[src/design/isc_defines.svh]
// Register offsets, field positions, reset values and timing counts of the two-wire status block.
`ifndef ISC_DEFINES_SVH
`define ISC_DEFINES_SVH
`define ISC_OFF_STATUS 8'h00
`define ISC_OFF_CTRL_ONE 8'h04
`define ISC_OFF_CTRL_ZERO 8'h08
`define ISC_OFF_CLKSEL 8'h0C
`define ISC_OFF_TIMING 8'h10
`define ISC_OFF_DATA 8'h14
`define ISC_OFF_CTRL_TWO 8'h18
`define ISC_OFF_PORT 8'h1C
`define ISC_OFF_OWN_ADDR 8'h20
`define ISC_ST_AMATCH 2
`define ISC_ST_AL 3
`define ISC_ST_PENDING 4
`define ISC_ST_BUSY 5
`define ISC_ST_DIR 6
`define ISC_ST_MST 7
`define ISC_C1_SIM 0
`define ISC_C1_WIT 1
`define ISC_C1_PED 2
`define ISC_C1_PEC 3
`define ISC_C1_DATA_OUT_MONITOR 4
`define ISC_C1_CLOCK_OUT_MONITOR 5
`define ISC_C0_ENABLE 3
`define ISC_C0_FREE 4
`define ISC_C0_SRST 6
`define ISC_CK_PCLK 3
`define ISC_CK_WCS 4
`define ISC_C2_ACKBIT 0
`define ISC_C2_ACKCLK 1
`define ISC_RST_TIMING 5'h0_00A
`define ISC_RST_OWN_ADDR 7'h0_000
`define ISC_HALF_BIT 4'h0_008
`define ISC_HI_MAX 5'h0_01F
`endif

[src/design/isc_pkg.sv]
// Types of the two-wire status block.
package isc_pkg;
   typedef enum logic [2:0] {PH_IDLE, PH_BITS, PH_HOLD, PH_ACK, PH_DONE} isc_phase_t;
   typedef struct packed {
      logic s1_scl, s2_scl, s1_sda, s2_sda, scl_q, sda_q;
      logic [4:0] hi_cnt, acc;
      logic f2_tog, busy, dir, master_slave_bit, pending, amatch, al, lost, prot, addr_phase, involved, wait_f;
      logic sim, rx_done_irq_enable, data_pin_override, clock_pin_override, pclk_sel, wcs, enable, free_fmt, ack_clk, ack_bit, latch_sda, latch_scl;
      logic [4:0] ick, sstime;
      logic [6:0] own_addr;
      logic [7:0] shift;
      logic [3:0] bitcnt, half;
      isc_phase_t phase;
      logic scl_gen, sda_gen, irq, slverr;
      logic [31:0] prdata;
   } isc_state_t;
endpackage

[src/design/isc_status_mode_ctrl.sv]
// Status, mode and control logic of a multi-master two-wire bus interface with an APB register slave.
`timescale 1ns/1ps
`default_nettype none
`include "isc_defines.svh"
//
// Behaviour
// - Bus busy set on detected START, cleared on detected STOP, any mode.
// - Bus busy cleared when interface disabled or soft reset requested.
// - Timing field sets how long the clock must be high to qualify conditions.
// - Direction 0 receives; direction 1 drives data on the data line.
// - Addressed slave with matching address and read bit sets direction.
// - Direction cleared on arbitration loss, STOP, START, slave nack, disable, reset.
// - Master bit 0 follows external clock; 1 generates the bus clock.
// - Master bit cleared after lost byte, on STOP, START, reset or disable.
// - Mode and direction writes ignored from busy rise until address received.
// - Stop interrupt enable raises request on STOP without touching pending.
// - Receive-done enable with ack clock interrupts and holds clock at last bit.
// - After restart, pending clears and request rises at ack clock fall.
// - Receive-done bit reads wait flag; data write sets it, control two clears.
// - Wait flag stays 0 when transmitting or receiving the first address.
// - Override bits drive the pins from port latches; inputs still used.
// - Monitor bits read internal data and clock output values.
// - Five select bits choose divide by 2, 4, 8, 2.5, 3, 5 or 6.
// - Divider source is one of two peripheral clocks, chosen by a bit.
// - Runs in wait mode unless clock stopped; halts in stop or low power.
// - While busy and pending is 0 the clock line is held low.
//
module isc_status_mode_ctrl
   import isc_pkg::*;
(
   // Clock and reset.
   input wire logic CLK,
   input wire logic SRST,
   // APB slave.
   input wire logic PSEL,
   input wire logic PENABLE,
   input wire logic PWRITE,
   input wire logic [7:0] PADDR,
   input wire logic [31:0] PWDATA,
   output logic [31:0] PRDATA,
   output logic PREADY,
   output logic PSLVERR,
   // Two-wire bus pins.
   input wire logic SCL_I,
   output logic SCL_O,
   output logic SCL_OE,
   input wire logic SDA_I,
   output logic SDA_O,
   output logic SDA_OE,
   // Power modes and interrupt request.
   input wire logic WAIT_MODE,
   input wire logic STOP_MODE,
   output logic IRQ
);
   import isc_pkg::*;

   isc_state_t s;
   isc_state_t n;

   ////////////////////////////////////////////////////////////////////////////////
   // Divider period in half source cycles.
   function automatic logic [4:0] div_half(input logic [4:0] sel);
      logic [4:0] r;
      r = 5'h0_004;
      casez (sel)
         5'b00000: r = 5'h0_004;
         5'b00001: r = 5'h0_008;
         5'b00010: r = 5'h0_010;
         5'b001??: r = 5'h0_005;
         5'b010??: r = 5'h0_006;
         5'b011??: r = 5'h0_00A;
         5'b100??: r = 5'h0_00C;
         default: r = 5'h0_004;
      endcase
      return r;
   endfunction

   logic wr, rd, mapped, run, src_tick, vtick, scl_int;
   logic [5:0] acc_sum;
   assign wr = PSEL && PENABLE && PWRITE;
   assign rd = PSEL && !PENABLE && !PWRITE;
   always_comb
   begin
      case (PADDR)
         `ISC_OFF_STATUS, `ISC_OFF_CTRL_ONE, `ISC_OFF_CTRL_ZERO, `ISC_OFF_CLKSEL, `ISC_OFF_TIMING,
         `ISC_OFF_DATA, `ISC_OFF_CTRL_TWO, `ISC_OFF_PORT, `ISC_OFF_OWN_ADDR: mapped = 1'b1;
         default: mapped = 1'b0;
      endcase
   end
   // no bus clock in stop mode or in wait mode with the clock stopped
   assign run = s.enable && !STOP_MODE && !(WAIT_MODE && s.wcs);
   // second source runs at half the first
   assign src_tick = s.pclk_sel ? s.f2_tog : 1'b1;
   assign acc_sum = {1'b0, s.acc} + 6'h0_002;
   assign vtick = run && src_tick && (acc_sum >= {1'b0, div_half(s.ick)});
   // clock held low while busy with a request pending
   assign scl_int = s.scl_gen && !(s.busy && !s.pending);

   ////////////////////////////////////////////////////////////////////////////////
   always_comb
   begin
      logic scl_s, sda_s, rise, fall, start_c, stop_c, match, wait_eff;
      logic [7:0] rv;
      n = s;
      scl_s = s.s2_scl;
      sda_s = s.s2_sda;
      rise = 1'b0;
      fall = 1'b0;
      start_c = 1'b0;
      stop_c = 1'b0;
      match = 1'b0;
      wait_eff = 1'b0;
      rv = 8'h0_000;
      n.irq = 1'b0;
      n.s1_scl = SCL_I;
      n.s2_scl = s.s1_scl;
      n.s1_sda = SDA_I;
      n.s2_sda = s.s1_sda;
      n.f2_tog = !s.f2_tog;
      if (run && src_tick)
      begin
         n.acc = vtick ? 5'(acc_sum - {1'b0, div_half(s.ick)}) : acc_sum[4:0];
      end

      // Register reads are captured in the setup phase.
      case (PADDR)
         `ISC_OFF_STATUS: rv = {s.master_slave_bit, s.dir, s.busy, s.pending, s.al, s.amatch, 2'b00};
         // receive-done bit reads the wait flag
         `ISC_OFF_CTRL_ONE: rv = {s.ick[1:0], scl_int, s.sda_gen, s.clock_pin_override, s.data_pin_override, s.wait_f, s.sim};
         `ISC_OFF_CTRL_ZERO: rv = {3'b000, s.free_fmt, s.enable, 3'b000};
         `ISC_OFF_CLKSEL: rv = {3'b000, s.wcs, s.pclk_sel, s.ick[4:2]};
         `ISC_OFF_TIMING: rv = {3'b000, s.sstime};
         `ISC_OFF_DATA: rv = s.shift;
         `ISC_OFF_CTRL_TWO: rv = {6'b000000, s.ack_clk, s.ack_bit};
         `ISC_OFF_PORT: rv = {6'b000000, s.latch_scl, s.latch_sda};
         `ISC_OFF_OWN_ADDR: rv = {1'b0, s.own_addr};
         default: rv = 8'h0_000;
      endcase
      if (rd)
      begin
         n.prdata = {24'h00_0000, rv};
      end
      n.slverr = PSEL && !PENABLE && !mapped;

      // Register writes.
      if (wr)
      begin
         case (PADDR)
            `ISC_OFF_STATUS:
            begin
               // mode writes ignored while duplicate protection holds
               if (!s.prot)
               begin
                  n.master_slave_bit = PWDATA[`ISC_ST_MST];
                  n.dir = PWDATA[`ISC_ST_DIR];
               end
               // restart from held state by setting pending
               if (PWDATA[`ISC_ST_PENDING])
               begin
                  n.pending = 1'b1;
               end
            end
            `ISC_OFF_CTRL_ONE:
            begin
               n.sim = PWDATA[`ISC_C1_SIM];
               n.rx_done_irq_enable = PWDATA[`ISC_C1_WIT];
               n.data_pin_override = PWDATA[`ISC_C1_PED];
               n.clock_pin_override = PWDATA[`ISC_C1_PEC];
               n.ick[1:0] = PWDATA[7:6];
            end
            `ISC_OFF_CTRL_ZERO:
            begin
               n.enable = PWDATA[`ISC_C0_ENABLE];
               n.free_fmt = PWDATA[`ISC_C0_FREE];
            end
            `ISC_OFF_CLKSEL:
            begin
               n.ick[4:2] = PWDATA[2:0];
               n.pclk_sel = PWDATA[`ISC_CK_PCLK];
               n.wcs = PWDATA[`ISC_CK_WCS];
            end
            `ISC_OFF_TIMING: n.sstime = PWDATA[4:0];
            `ISC_OFF_DATA:
            begin
               // data write starts the next byte
               // data write sets the wait flag when receiving past the address byte
               n.shift = PWDATA[7:0];
               n.pending = 1'b1;
               n.wait_f = !s.dir && !s.addr_phase;
               n.al = 1'b0;
               n.amatch = 1'b0;
               n.bitcnt = 4'h0_000;
               n.half = 4'h0_000;
               if (s.busy)
               begin
                  n.phase = PH_BITS;
                  n.involved = 1'b1;
               end
               // transmit places the first bit on the data line
               n.sda_gen = s.dir ? PWDATA[7] : 1'b1;
            end
            `ISC_OFF_CTRL_TWO:
            begin
               n.ack_bit = PWDATA[`ISC_C2_ACKBIT];
               n.ack_clk = PWDATA[`ISC_C2_ACKCLK];
               // control two write clears the wait flag
               n.wait_f = 1'b0;
               if (s.rx_done_irq_enable && s.wait_f)
               begin
                  n.pending = 1'b1;
               end
            end
            `ISC_OFF_PORT:
            begin
               n.latch_sda = PWDATA[0];
               n.latch_scl = PWDATA[1];
            end
            `ISC_OFF_OWN_ADDR: n.own_addr = PWDATA[6:0];
            default: n.prdata = s.prdata;
         endcase
      end

      if (n.phase == PH_HOLD && n.pending)
      begin
         n.phase = PH_ACK;
         n.sda_gen = s.dir ? 1'b1 : s.ack_bit;
      end

      ////////////////////////////////////////////////////////////////////////////
      // Bus logic, advanced once per bus clock tick.
      if (vtick)
      begin
         n.scl_q = scl_s;
         n.sda_q = sda_s;
         rise = scl_s && !s.scl_q;
         fall = !scl_s && s.scl_q;
         n.hi_cnt = !scl_s ? 5'h0_000 : (s.hi_cnt == `ISC_HI_MAX ? s.hi_cnt : 5'(s.hi_cnt + 5'h0_001));
         // conditions need the clock high for the programmed time
         start_c = scl_s && s.scl_q && s.sda_q && !sda_s && (s.hi_cnt >= s.sstime);
         stop_c = scl_s && s.scl_q && !s.sda_q && sda_s && (s.hi_cnt >= s.sstime);
         // master generates the clock during active phases
         if (s.master_slave_bit && s.busy && s.pending && (s.phase == PH_BITS || s.phase == PH_ACK))
         begin
            if (s.half == `ISC_HALF_BIT - 4'h0_001)
            begin
               n.half = 4'h0_000;
               n.scl_gen = !s.scl_gen;
            end
            else
            begin
               n.half = 4'(s.half + 4'h0_001);
            end
         end
         else if (!s.master_slave_bit)
         begin
            n.scl_gen = 1'b1;
         end
         if (rise && s.phase == PH_BITS)
         begin
            n.shift = {s.shift[6:0], sda_s};
            n.bitcnt = 4'(s.bitcnt + 4'h0_001);
            if (s.master_slave_bit && s.dir && s.sda_gen && !sda_s)
            begin
               n.al = 1'b1;
               n.dir = 1'b0;
               n.lost = 1'b1;
               n.sda_gen = 1'b1;
            end
         end
         if (rise && s.phase == PH_ACK && s.dir && !s.master_slave_bit && sda_s)
         begin
            n.dir = 1'b0;
         end
         if (fall && s.phase == PH_BITS && s.bitcnt != 4'h0_008)
         begin
            n.sda_gen = s.dir && !s.lost ? s.shift[7] : 1'b1;
         end
         if (fall && s.phase == PH_BITS && s.bitcnt == 4'h0_008)
         begin
            // no wait for transmit or the address byte
            wait_eff = s.wait_f && !s.dir && !s.addr_phase;
            if (s.addr_phase)
            begin
               n.addr_phase = 1'b0;
               n.prot = 1'b0;
               match = !s.master_slave_bit && !s.free_fmt && (s.shift[7:1] == s.own_addr);
               n.involved = s.master_slave_bit || s.free_fmt || match;
               n.amatch = match;
               // addressed for read turns to transmit
               if (match && s.shift[0])
               begin
                  n.dir = 1'b1;
               end
            end
            // lost master drops to slave after the byte
            if (s.lost)
            begin
               n.master_slave_bit = 1'b0;
               n.lost = 1'b0;
            end
            if (!n.involved)
            begin
               n.phase = PH_IDLE;
            end
            else if (s.ack_clk && s.rx_done_irq_enable && wait_eff)
            begin
               // interrupt at last data bit and hold the clock
               n.pending = 1'b0;
               n.irq = 1'b1;
               n.phase = PH_HOLD;
               n.sda_gen = 1'b1;
            end
            else if (s.ack_clk)
            begin
               n.phase = PH_ACK;
               n.sda_gen = n.dir ? 1'b1 : s.ack_bit;
            end
            else
            begin
               n.pending = 1'b0;
               n.irq = 1'b1;
               n.phase = PH_DONE;
               n.sda_gen = n.dir ? n.shift[7] : 1'b1;
            end
         end
         if (fall && s.phase == PH_ACK)
         begin
            // request at the falling edge of the ack clock
            n.pending = 1'b0;
            n.irq = 1'b1;
            n.phase = PH_DONE;
            n.sda_gen = 1'b1;
         end
         if (start_c)
         begin
            n.busy = 1'b1;
            // protection from busy rise until address received
            n.prot = 1'b1;
            n.addr_phase = 1'b1;
            n.involved = 1'b1;
            n.dir = 1'b0;
            n.master_slave_bit = 1'b0;
            n.amatch = 1'b0;
            n.wait_f = 1'b0;
            n.bitcnt = 4'h0_000;
            n.phase = PH_BITS;
            n.sda_gen = 1'b1;
         end
         if (stop_c)
         begin
            n.busy = 1'b0;
            n.dir = 1'b0;
            n.master_slave_bit = 1'b0;
            n.prot = 1'b0;
            n.phase = PH_IDLE;
            n.scl_gen = 1'b1;
            n.sda_gen = 1'b1;
            if (s.sim)
            begin
               n.irq = 1'b1;
            end
         end
      end

      // disable or soft reset clears the bus state
      if (!n.enable || (wr && PADDR == `ISC_OFF_CTRL_ZERO && PWDATA[`ISC_C0_SRST]))
      begin
         n.busy = 1'b0;
         n.dir = 1'b0;
         n.master_slave_bit = 1'b0;
         n.pending = 1'b1;
         n.al = 1'b0;
         n.amatch = 1'b0;
         n.lost = 1'b0;
         n.prot = 1'b0;
         n.addr_phase = 1'b0;
         n.wait_f = 1'b0;
         n.acc = 5'h0_000;
         n.hi_cnt = 5'h0_000;
         n.bitcnt = 4'h0_000;
         n.half = 4'h0_000;
         n.phase = PH_IDLE;
         n.scl_gen = 1'b1;
         n.sda_gen = 1'b1;
      end
   end

   ////////////////////////////////////////////////////////////////////////////////
   always_ff @(posedge CLK)
   begin
      if (SRST)
      begin
         s <= '0;
         s.pending <= 1'b1;
         s.scl_gen <= 1'b1;
         s.sda_gen <= 1'b1;
         s.s1_scl <= 1'b1;
         s.s2_scl <= 1'b1;
         s.s1_sda <= 1'b1;
         s.s2_sda <= 1'b1;
         s.scl_q <= 1'b1;
         s.sda_q <= 1'b1;
         s.phase <= PH_IDLE;
         s.sstime <= `ISC_RST_TIMING;
         s.own_addr <= `ISC_RST_OWN_ADDR;
      end
      else
      begin
         s <= n;
      end
   end

   // override drives pins from port latches while enabled
   assign SCL_OE = s.enable && !(s.clock_pin_override ? s.latch_scl : scl_int);
   assign SDA_OE = s.enable && !(s.data_pin_override ? s.latch_sda : s.sda_gen);
   assign SCL_O = 1'b0;
   assign SDA_O = 1'b0;
   assign PRDATA = s.prdata;
   assign PREADY = 1'b1;
   assign PSLVERR = s.slverr;
   assign IRQ = s.irq;
endmodule
`default_nettype wire

[config.mk]
export PLATFORM = sky130hd
export DESIGN_NAME = isc_status_mode_ctrl
export DESIGN_NICKNAME = d
export VERILOG_FILES = /design/src/design/isc_pkg.sv /design/src/design/isc_status_mode_ctrl.sv
export VERILOG_INCLUDE_DIRS = /design/src /design/src/design
export SDC_FILE = /design/constraint.sdc
export NUM_CORES = 1
export LEC_CHECK = 0
export BUFFER_PORTS_ARGS = -buffer_cell sky130_fd_sc_hd__buf_2
export CAP_MARGIN = 25
export CORE_MARGIN = 5
export CORE_UTILIZATION = 33
export DETAILED_ROUTE_END_ITERATION = 12
export PLACE_DENSITY = 0.55
export SLEW_MARGIN = 20
export SYNTH_ARGS = -nofsm -noshare
export SYNTH_HDL_FRONTEND = slang
export SYNTH_SLANG_ARGS = --single-unit
[constraint.sdc]
create_clock -name CLK -period 4.55 [get_ports CLK]
set_input_delay 0.6825 -clock CLK [delete_from_list [all_inputs] [get_ports CLK]]
set_output_delay 0.6825 -clock CLK [all_outputs]
set_load 0.05 [all_outputs]
* After elaboration in Yosys (flattened, before gate mapping)
Cells that the tools add are included.
** Operators by class
- $add $sub $neg :: 5
- Multipliers :: 0
- Divide/modulo/power cells :: 0
- Order comparisons :: 2
- Eq/ne operators :: 27
- Shift operators :: 0
- Mux-type cells :: 97
- Bitwise gates (word level) :: 1
- Reductions and logical operators :: 95
** Operators with widths (number)
- two-way mux 32 bit :: 3
- case mux 8 bit (9 select lines) :: 1
- logical AND 1 bit :: 51
- two-way mux 50 bit :: 1
- two-way mux 1 bit :: 42
- two-way mux 3 bit :: 14
- == test 8 x 5 -> 1 bit (second input constant) :: 4
- two-way mux 5 bit :: 6
- case mux 5 bit (6 select lines) :: 1
- two-way mux 2 bit :: 14
- two-way mux 4 bit :: 7
- two-way mux 22 bit :: 1
- logical NOT 1 bit :: 21
- AND reduction 2 bit :: 10
- two-way mux 19 bit :: 1
- == test 8 x 4 -> 1 bit (second input constant) :: 2
- == test 3 x 2 -> 1 bit (second input constant) :: 4
- two-way mux 12 bit :: 1
- two-way mux 10 bit :: 1
- OR reduction 9 bit :: 1
- adder 4 x 1 -> 4 bit (second input constant) :: 2
- == test 8 x 3 -> 1 bit (second input constant) :: 1
- == test 8 x 6 -> 1 bit (second input constant) :: 1
- logical NOT 8 bit :: 1
- 28 further kinds :: 36
** Word-level totals
- Register bits after elaboration :: 112
- Latch bits :: 0
- Bits in writable memories :: 0
- Bits in read-only memories :: 0
- Input bits :: 49
- Output and inout bits :: 39
- Logic and storage cells :: 272
- Memories :: 0

* Longest topological paths before layout
Gate-level depths: netlist of run 1.
- Word-level depth :: 20
- Depth in mapped cells :: 12
- Gate-level depth less buffers :: 11

* Worst setup path before layout of run 1
No wires, ideal clock.
- Path kind :: register to register
- Start point :: reg s[70] (netlist name)
- End point :: reg s[35] (netlist name)
- Setup time :: 0.123 ns
- Data arrival time :: 2.566 ns
- Data required time :: 4.427 ns
- Setup slack :: 1.861 ns
- Stages on the path, launching flop included :: 12
- Path buffers :: 2
- Period minus slack after synthesis :: 2.689 ns
- Path through :: dfxtp_1 > clkbuf_1 > nor3b_1 > ha_1 > inv_1 > fa_1 > a21o_1 > a31o_2 > o21ai_0 > clkbuf_1 > a22oi_1 > or2_2
** On the way
- Word-level cells in the longest chain between the ends :: 5
- Elaborated cells on any way between the ends :: 10
- Those cells by class :: 1 x order compare; 6 x eq/ne; 1 x mux; 2 x reduce/logical
** Ends and longest elaborated chain
- start: declaration :: RTL line isc_status_mode_ctrl.sv:57 : isc_state_t s;
- start signal: assignment :: RTL line isc_status_mode_ctrl.sv:409 : s <= n;
- == test 5 x 2 -> 1 bit, or another cell as far along :: RTL line isc_status_mode_ctrl.sv:65 : casez (sel)
- case mux 5 bit (6 select lines) * :: RTL line isc_status_mode_ctrl.sv:65
- greater-or-equal comparator 6 x 5 -> 1 bit * :: RTL line isc_status_mode_ctrl.sv:95 : assign vtick = run && src_tick && (acc_sum >= {1'b0, div_half(s.ick)});
- logical AND 1 bit * :: RTL line isc_status_mode_ctrl.sv:95
- AND reduction 3 bit (no line) *
Every way passes the cells marked *; elsewhere a longest branch is shown, timed or not.
A chain may end at the register's enable or synchronous reset.

* Worst setup path after layout of run 1
- Start point :: reg s[70] (netlist name)
- End point :: reg s[103] (netlist name)
** On the way
- Word-level cells in the longest chain between the ends :: 5
- Elaborated cells on any way between the ends :: 10
- Those cells by class :: 1 x order compare; 6 x eq/ne; 1 x mux; 2 x reduce/logical
** Ends and longest elaborated chain (RTL line)
- == test 5 x 2 -> 1 bit, or another cell as far along :: isc_status_mode_ctrl.sv:65
- case mux 5 bit (6 select lines) * :: isc_status_mode_ctrl.sv:65
- greater-or-equal comparator 6 x 5 -> 1 bit * :: isc_status_mode_ctrl.sv:95
- logical AND 1 bit * :: isc_status_mode_ctrl.sv:95
- AND reduction 2 bit (no line) *
Marks and branches as above.

==> results of run 1 <==
worst max-delay path by stage:
| stage | startpoint | end | slack (ns) | cells past startpoint |
|---|---|---|---|---|
| after CTS | s[70] | s[103] | 1.43 | 11 |
| after floorplan | s[70] | s[35] | 1.86 | 11 |
| after global placement | PADDR[5] | s[34] | 1.43 | 8 |
| after detailed placement | PADDR[5] | s[34] | 1.42 | 8 |
| after global routing | s[70] | s[101] | 1.06 | 11 |
| final | s[70] | s[103] | 1.36 | 11 |
placed cells by master, fill, tap and decap left out, types with 11 or more instances in the layout:
cell and instances:
a21oi_1 49, a311oi_1 12, buf_2 36, conb_1 27, dfxtp_1 88, ha_1 16, inv_1 17, mux2i_1 21
nand2_1 75, nand3_1 35, nor2_1 66, nor3_1 11, o21ai_0 19
critical path, delay by kind of cell (launching register included):
| kind | cells | cell delay, ns |
|---|---|---|
| AO/OA/AOI/OAI | 4 | 1.05 |
| adder cells (fa/ha/maj) | 1 | 0.40 |
| buffers and inverters | 1 | 0.23 |
| flip-flops | 1 | 0.48 |
| AND/OR/NAND/NOR | 5 | 0.94 |
layer usage:
metal,up-vias,share of wire (%),global-route usage (%)
met5,-,0,0
met4,0,4.0,9.45
met3,50,7.3,4.06
met2,181,45,26.8
met1,2267,43,22.0
li1,2296,-,-
report_power, final:
part	internal, uW	leakage [uW]	switching [uW]	total [uW]
Clock	389	0.000132	332	721
Sequential	776	0.000711	4.12	780
Combinational	21.5	0.00125	103	124
Total	1190	0.00210	439	1630
through the flow:
| step | utilization [%] | setup slack [ns] | power (uW) |
|---|---|---|---|
| after detailed placement | 34.8 | 1.42 | 921 |
| after global placement | 34.8 | 1.43 | 920 |
| after floorplan | - | 1.86 | 910 |
| after CTS | 36.7 | 1.43 | 1650 |
| final | 36.7 | 1.36 | 1630 |
| after global routing | 36.7 | 1.06 | 1690 |
layout make-up:
type                    count  area share (%)
repair buffers             44            4.31
flip-flops and latches     88            31.6
clock buffers              11            4.35
inverters                  17            1.14
well taps                 188            4.22
clock inverters             5           0.741
multi-input cells         495            53.6
cells by family (layout without fill, tap and decap cells):
logic type      after synthesis  after routing  share of synthesized area [%]
fa+ha+maj                    17             17                           4.31
xor+xnor                     12             12                           2.06
compound gates              150            150                           19.8
buf+inv                      83             77                           8.91
simple gates                268            268                           26.2
mux                          21             21                           4.11
other cells                   2             27                          0.147
flops                        88             88                           34.5
state kept, by name, indices dropped and copies added (netlist names):
signal / flops
PSLVERR: 1
s: 76
PRDATA: 8
IRQ: 1
n: 2
synth_stat cells, drive strengths merged, types with 2 or more instances:
library cell  number  area [sq um]
conb               2          7.51
a222oi             5          50.1
nor3              13          81.3
nand2b             9          56.3
o31ai              2          15.0
a2111oi            2          17.5
a31o               6          52.6
a32oi              4          35.0
a21oi             49           245
nor2              68           260
a211oi            10          75.1
a21o               4          30.0
nand3b             5          37.5
nand4              5          31.3
o2bb2ai            2          17.5
mux2i             21           210
nor4              10          62.6
dfxtp             88          1760
a221oi             4          35.0
and4b              3          30.0
o211ai             3          22.5
nor3b              4          30.0
or2                9          56.3
nand4b             4          35.0
nand3             35           175
and3               5          31.3
ha                16           200
a311oi            12           105
nor2b              3          18.8
o21ai             20           100
nand2             75           282
and3b              3          26.3
and2               8          50.1
a22oi              6          45.0
or4                3          22.5
clkbuf            25          93.8
buf               41           298
or4b               2          20.0
inv               17          63.8
a31oi              9          56.3
xnor2              4          35.0
xor2               8          70.1
==> flow_summary.ini, run 1 <==
[yosys]
synth-edff-count = 0
synth_area_per_cell_sq_um = 7.98
netlist-cell-type-count = 67
yosys_register_bits = 88
ys_async_sr_fraction_pct = 0
synth_flop_cell = dfxtp_1
ys.warnings.count = 0
ys_seq_area_share_pct = 34.5
netlist_instances = 641
synth_area_sq_um = 5110

[cells_and_area]
drive_above_1_share_pct = 11.8
multiInputGateArea_sq_um = 2990
regArea_sq_um = 1760
antenna_cells = 0
finish.instance_area_sq_um = 5570
nFillCells = 1575
synthToLayoutAreaGrowth_pct = 9.03
nets = 721
fin_cells = 848

[sta]
fmax_mhz = 314
setup_violations = 0
worstMarginPinSlew_ns = 0.925
tns_ns = 0
finalCritPeriodShare_pct = 70.0
timing.final.crit_period_ns = 3.19
hold_violations = 0
rsz0062_at_grt = no
fin_hold_ws_ns = 0.406
worst_clock_skew_ns = 0.00529
relSlewSlack_pct = 38.1
maxSlewViolCount = 0

[clock_tree]
clk_pin_slew_ns = 0.07
clk_latency_ns = 0.35
cts_sinks = 88
cts_max_level = 3
tritoncts = done
cts_buffers = 9
cts.path.max_buffers = 2
cts-resized-gates = 0
cts-root-buf = clkbuf_16
holdBufCountCts = 0
post_cts_buffers = 0

[floorplanning]
start_util_pct = 33.6
num_rows = 45
die_x_um = 134
die_area_sq_um = 18100
io_pins = 88
die_h_um = 134
coreArea_sq_um = 15200

[routing]
drtIter0Drc = 429
firstDrtPassIters = 6
drc_errors = 0
routedWlPerCell_um = 18.3
routed_via_density = 5.65
wl_mm = 15.5
vias = 4794
drtAntennaViolNets = 0

[setup_path]
start_kind = flop
cpPeakStageDelay_ns = 0.53
arrival_ns = 3.47
cp_cell_sequence = nand2b_1 -> nand2_1 -> o21ai_0 -> ha_1 -> nand3_1 -> o21ai_0 -> o21ai_0 -> buf_4 -> nor3b_1 -> nand3b_1 -> a21oi_1
crit_type = reg2reg
crit_slowest_cell = o21ai_0
rr_startpoint = s[70]
reg2reg_slack_ns = 1.36
rr_worst_depth = 11
cp_common_cell = o21ai_0
rr_endpoint = s[103]
crit_path_max_fanout = 11
worstPathRequired_ns = 4.84
endpoint_kind = flop

[pwr]
p_leak_uw = 0.00210
p_per_area_nw_per_um2 = 292
ir_worst_vdd_mv = 0.175

[global_routing]
grt_pass1_vias = 4499
grt_max_degree = 52
gr-total-overflow = 0
track_usage_pct = 17.2
grt_pass1_wl_mm = 24.3
antenna_found_initial = 0

[place]
place_area_sq_um = 5290
gp_congestion = 0.916
port_buffers = 36
dpl.hpwl_mm = 11.6
dp_cells = 832

[worst_hold_path]
worst_hold_startpoint = s[95]
min_path_cells = 1
min_to = s[95]
hold_class = reg2reg

[status]
status = complete, no violations

[job]
maxCapViolations = 0
Power figures use the tool's default switching activity.
==> run 2: changes to the inputs <==
- clock period: 4.55 -> 3 ns (I/O delays scaled with it)
==> flow_summary.ini, run 2 (synthesized netlist as in run 1, its figures left out) <==
[clock_tree]
cts_buffers = 9
cts.path.max_buffers = 2
cts_sinks = 88
clk_latency_ns = 0.35
post_cts_buffers = 0
tritoncts = done
clk_pin_slew_ns = 0.07
cts-root-buf = clkbuf_16
cts_max_level = 3

[place]
dpl.hpwl_mm = 11.7
place_ws_ns = 0.219
port_buffers = 36
gp_congestion = 0.915

[cells_and_area]
largest_reg_flops = 76
final_core_util_pct = 37.6
multiInputGateArea_sq_um = 3000
drive_above_1_share_pct = 13.8
layout_common_cells = 88 x dfxtp_1, 75 x nand2_1, 66 x nor2_1
layout_commonest_cell = dfxtp_1
nFillCells = 1565
regArea_sq_um = 1760
synthToLayoutAreaGrowth_pct = 11.8
nets = 733
regMostFlops = s
antenna_cells = 0

[floorplanning]
num_rows = 45
coreArea_sq_um = 15200
die_area_sq_um = 18100
die_h_um = 134
start_util_pct = 33.6
die_x_um = 134
io_pins = 88

[pwr]
pwr-share-comb_pct = 7.6
p_per_area_nw_per_um2 = 431
p_leak_uw = 0.00218
power.switching_uw = 662
swShare_pct = 26.8
intPower_uw = 1800
pwr-share-clk_pct = 44.5
p_seq_share_pct = 48.0
finalPower_uw = 2470
ir_worst_vdd_mv = 0.264

[sta]
hold_violations = 0
setup_violations = 0
fin_hold_ws_ns = 0.286
relSlewSlack_pct = 40.0
fmax_mhz = 358
finalCritPeriodShare_pct = 93.1
maxSlewViolCount = 0
setup_slack_ns = 0.206
worst_clock_skew_ns = 0.00859
tns_ns = 0
timing.final.crit_period_ns = 2.79
worstMarginPinSlew_ns = 0.896
rsz0062_at_grt = no

[status]
status = complete, no violations

[routing]
wl_mm = 15.6
drc_errors = 0
drtIter0Drc = 375
routed_via_density = 5.58
drtAntennaViolNets = 0
vias = 4800
routedWlPerCell_um = 18.1
firstDrtPassIters = 5

[worst_hold_path]
worst_hold_startpoint = SDA_I
hold_class = in2reg

[setup_path]
endpoint_kind = flop
path_buf_inv = 1
rr_worst_depth = 10
rr_startpoint = s[69]
worstPathRequired_ns = 3.28
crit_type = reg2reg
cp-startpoint = s[69]
crit_slowest_cell = or4_1
cpPeakStageDelay_ns = 0.48
rr_endpoint = s[42]
crit_path_end = s[42]
crit_path_max_fanout = 5
critical-path-top-delay-family = simple AND/OR/NAND/NOR gates
start_kind = flop
arrival_ns = 3.07
crit_cells = 10
cp_cell_sequence = buf_4 -> nor4_1 -> nand2_1 -> ha_1 -> nand3_1 -> o21a_1 -> a21oi_1 -> nand2_1 -> or4_1 -> a21oi_1
reg2reg_slack_ns = 0.21

[global_routing]
antenna_found_initial = 0
grt_pass1_vias = 4476
grt_pass1_wl_mm = 24.3
gr-total-overflow = 0
track_usage_pct = 17.1
grt_max_degree = 51

[job]
maxCapViolations = 0
[run 2: changes by cell type in the layout (fill, tap and decap cells not counted)]
cell,change
nand3_2,+1
buf_4,+9
inv_6,+2
nor3b_2,+1
clkinv_4,-1
nand3_1,-1
buf_12,+3
clkbuf_1,-1
nor3b_1,-1
[run 2: layout make-up]
| class | count | share of cell area [%] |
|---|---|---|
| clock buffers | 10 | 4.18 |
| clock inverters | 6 | 0.875 |
| inverters | 17 | 1.12 |
| multi-input cells | 495 | 52.5 |
| flip-flops and latches | 88 | 30.8 |
| well taps | 188 | 4.11 |
| repair buffers | 56 | 6.43 |
[run 2: power by group through the flow]
stage	Clock, uW	Combinational (uW)	Sequential, uW
global route	1170	198	1180
CTS	1130	186	1180
finish	1100	187	1180
detailed placement	0	186	1210
floorplan	0	171	1210
global placement	0	185	1210
[run 2: how the worst min path moves through the flow]
stage,cells past startpoint,slack (ns),end
floorplan,1,0.38,s[95]
global placement,1,0.40,s[108]
detailed placement,1,0.40,s[108]
CTS,2,0.27,n[108]
global route,2,0.29,n[108]
finish,2,0.29,n[108]
[run 2: timing repair]
action	in CTS	in global routing
setup endpoints to repair	0	2
hold buffers	0	0
gates resized for setup	0	2
endpoints found under the hold margin	0	0
[run 2: metrics by stage]
| stage | instance area [sq um] | instances |
|---|---|---|
| global placement | 5420 | 844 |
| finish | 5720 | 860 |
| floorplan | 5210 | 666 |
| CTS | 5710 | 860 |
| detailed placement | 5420 | 844 |
| global route | 5720 | 860 |
[run 2: per-layer routing]
| layer | GRT usage, % | up-vias | share of wire (%) |
|---|---|---|---|
| met5 | 0 | - | 0 |
| met4 | 8.20 | 0 | 3.7 |
| met3 | 4.17 | 43 | 6.6 |
| met2 | 26.1 | 158 | 44 |
| met1 | 22.6 | 2280 | 46 |
| li1 | - | 2319 | - |
[run 2: worst reg2reg max path, stage by stage (launching register included)]
cell and delay [ns]:
dfxtp_1 0.34, buf_4 0.16, nor4_1 0.31, nand2_1 0.16, ha_1 0.37, nand3_1 0.11
o21a_1 0.23, a21oi_1 0.28, nand2_1 0.13, or4_1 0.48, a21oi_1 0.14
==> run 3: changes to the inputs <==
==> constraint.sdc (replaced) <==
create_clock -name CLK -period 3 [get_ports CLK]
set_input_delay 0.6 -clock CLK [delete_from_list [all_inputs] [get_ports CLK]]
set_output_delay 0.6 -clock CLK [all_outputs]
set_load 0.05 [all_outputs]
==> flow_summary.ini, run 3 (synthesized netlist as in run 1, its figures left out) <==
[clock_tree]
cts_max_level = 3
clk_latency_ns = 0.35
clk_pin_slew_ns = 0.07
cts_buffers = 9
cts_sinks = 88
cts-root-buf = clkbuf_16
tritoncts = done
cts.path.max_buffers = 2
holdBufCountCts = 0

[sta]
fin_hold_ws_ns = 0.407
timing.final.crit_period_ns = 2.85
worstMarginPinSlew_ns = 0.673
setup_slack_ns = 0.151
maxSlewViolCount = 0
setup_violations = 0
relSlewSlack_pct = 54.9
tns_ns = 0
fmax_mhz = 351
hold_violations = 0
worst_clock_skew_ns = 0.0100
finalCritPeriodShare_pct = 95.0

[setup_path]
arrival_ns = 3.13
crit_type = reg2reg
start_kind = flop
endpoint_kind = flop
crit_path_max_fanout = 7
worstPathRequired_ns = 3.28

[global_routing]
antenna_found_initial = 0
track_usage_pct = 17.6
grt_max_degree = 51
gr-total-overflow = 0
grt_pass1_vias = 4630
grt_pass1_wl_mm = 25.1

[floorplanning]
die_area_sq_um = 18100
coreArea_sq_um = 15200
start_util_pct = 33.6
io_pins = 88
die_x_um = 134
die_h_um = 134
num_rows = 45

[routing]
drtIter0Drc = 425
drc_errors = 0
drtAntennaViolNets = 0
wl_mm = 16.1
vias = 4913
routedWlPerCell_um = 18.6
routed_via_density = 5.68
firstDrtPassIters = 6

[cells_and_area]
synthToLayoutAreaGrowth_pct = 13.3
fin_cells = 865
drive_above_1_share_pct = 14.6
layout_common_cells = 87 x dfxtp_1, 75 x nand2_1, 66 x nor2_1
nets = 739
antenna_cells = 0
largest_reg_flops = 76
regMostFlops = s
layout_commonest_cell = dfxtp_1

[place]
place_ws_ns = 0.182
gp_congestion = 0.928
dpl.hpwl_mm = 12.1
dp_cells = 850
port_buffers = 36

[pwr]
ir_worst_vdd_mv = 0.266
p_leak_uw = 0.00223
finalPower_uw = 2600
p_per_area_nw_per_um2 = 448

[job]
maxCapViolations = 0

[worst_hold_path]
hold_class = reg2reg

[status]
status = complete, no violations
[run 3: changes by cell type in the layout (fill, tap and decap cells not counted)]
| cell | previous run | this run |
|---|---|---|
| nand3_2 | 1 | 0 |
| clkinv_2 | 0 | 1 |
| a21oi_2 | 0 | 1 |
| inv_6 | 3 | 0 |
| buf_4 | 17 | 23 |
| clkinvlp_4 | 2 | 1 |
| bufinv_16 | 0 | 2 |
| dfxtp_2 | 0 | 1 |
| a21oi_1 | 49 | 48 |
| nand3_1 | 34 | 35 |
| dfxtp_1 | 88 | 87 |
[run 3: critical path: stages (launching register included)]
cell,delay [ns]
dfxtp_1,0.39
nor3b_1,0.27
ha_1,0.19
inv_1,0.06
fa_1,0.41
a21o_1,0.20
a31oi_1,0.27
buf_4,0.18
a211oi_1,0.07
buf_4,0.17
a21boi_0,0.26
o21ai_0,0.14
a31oi_1,0.17
[run 3: layout make-up]
type                            instances  area [sq um]
Multi-Input combinational cell        495          3000
Sequential cell                        88          1760
Fill cell                            1567          9410
Tap cell                              188           235
Clock buffer                           10           239
Clock inverter                          5          81.3
Inverter                               17          63.8
Timing Repair Buffer                   62           413
[run 3: final timing paths]
kind         startpoint  cells past startpoint  endpoint  slack (ns)
min              n[108]                      1    s[108]        0.41
max reg2reg       s[71]                     12     s[87]        0.15
max               s[71]                     12     s[87]        0.15
min reg2reg      n[108]                      1    s[108]        0.41
[run 3: per-layer routing]
layer	GRT usage, %	vias up	share of wire, %
li1	-	2329	-
met1	23.4	2346	45
met2	27.6	198	45
met3	4.32	40	6.1
met4	6.79	0	3.1
met5	0	-	0
[run 3: timing repair]
item                       in CTS  in global routing
setup endpoints to repair       0                  8
resized for setup               0                  3
setup buffers                   0                  0
[run 3: per-stage QoR]
step / utilization (%) / cell area, sq um
2_1_floorplan: - / 5210
3_3_place_gp: 35.9 / 5460
3_5_place_dp: 35.9 / 5460
4_1_cts: 38.0 / 5780
5_1_grt: 38.1 / 5790
6_report: 38.1 / 5790
[run 3: report_power, final]
part	internal [uW]	switching (uW)	leakage (uW)	total [uW]
combinational	34.3	157	0.00136	192
sequential	1180	6.22	0.000712	1180
clock	747	473	0.000155	1220
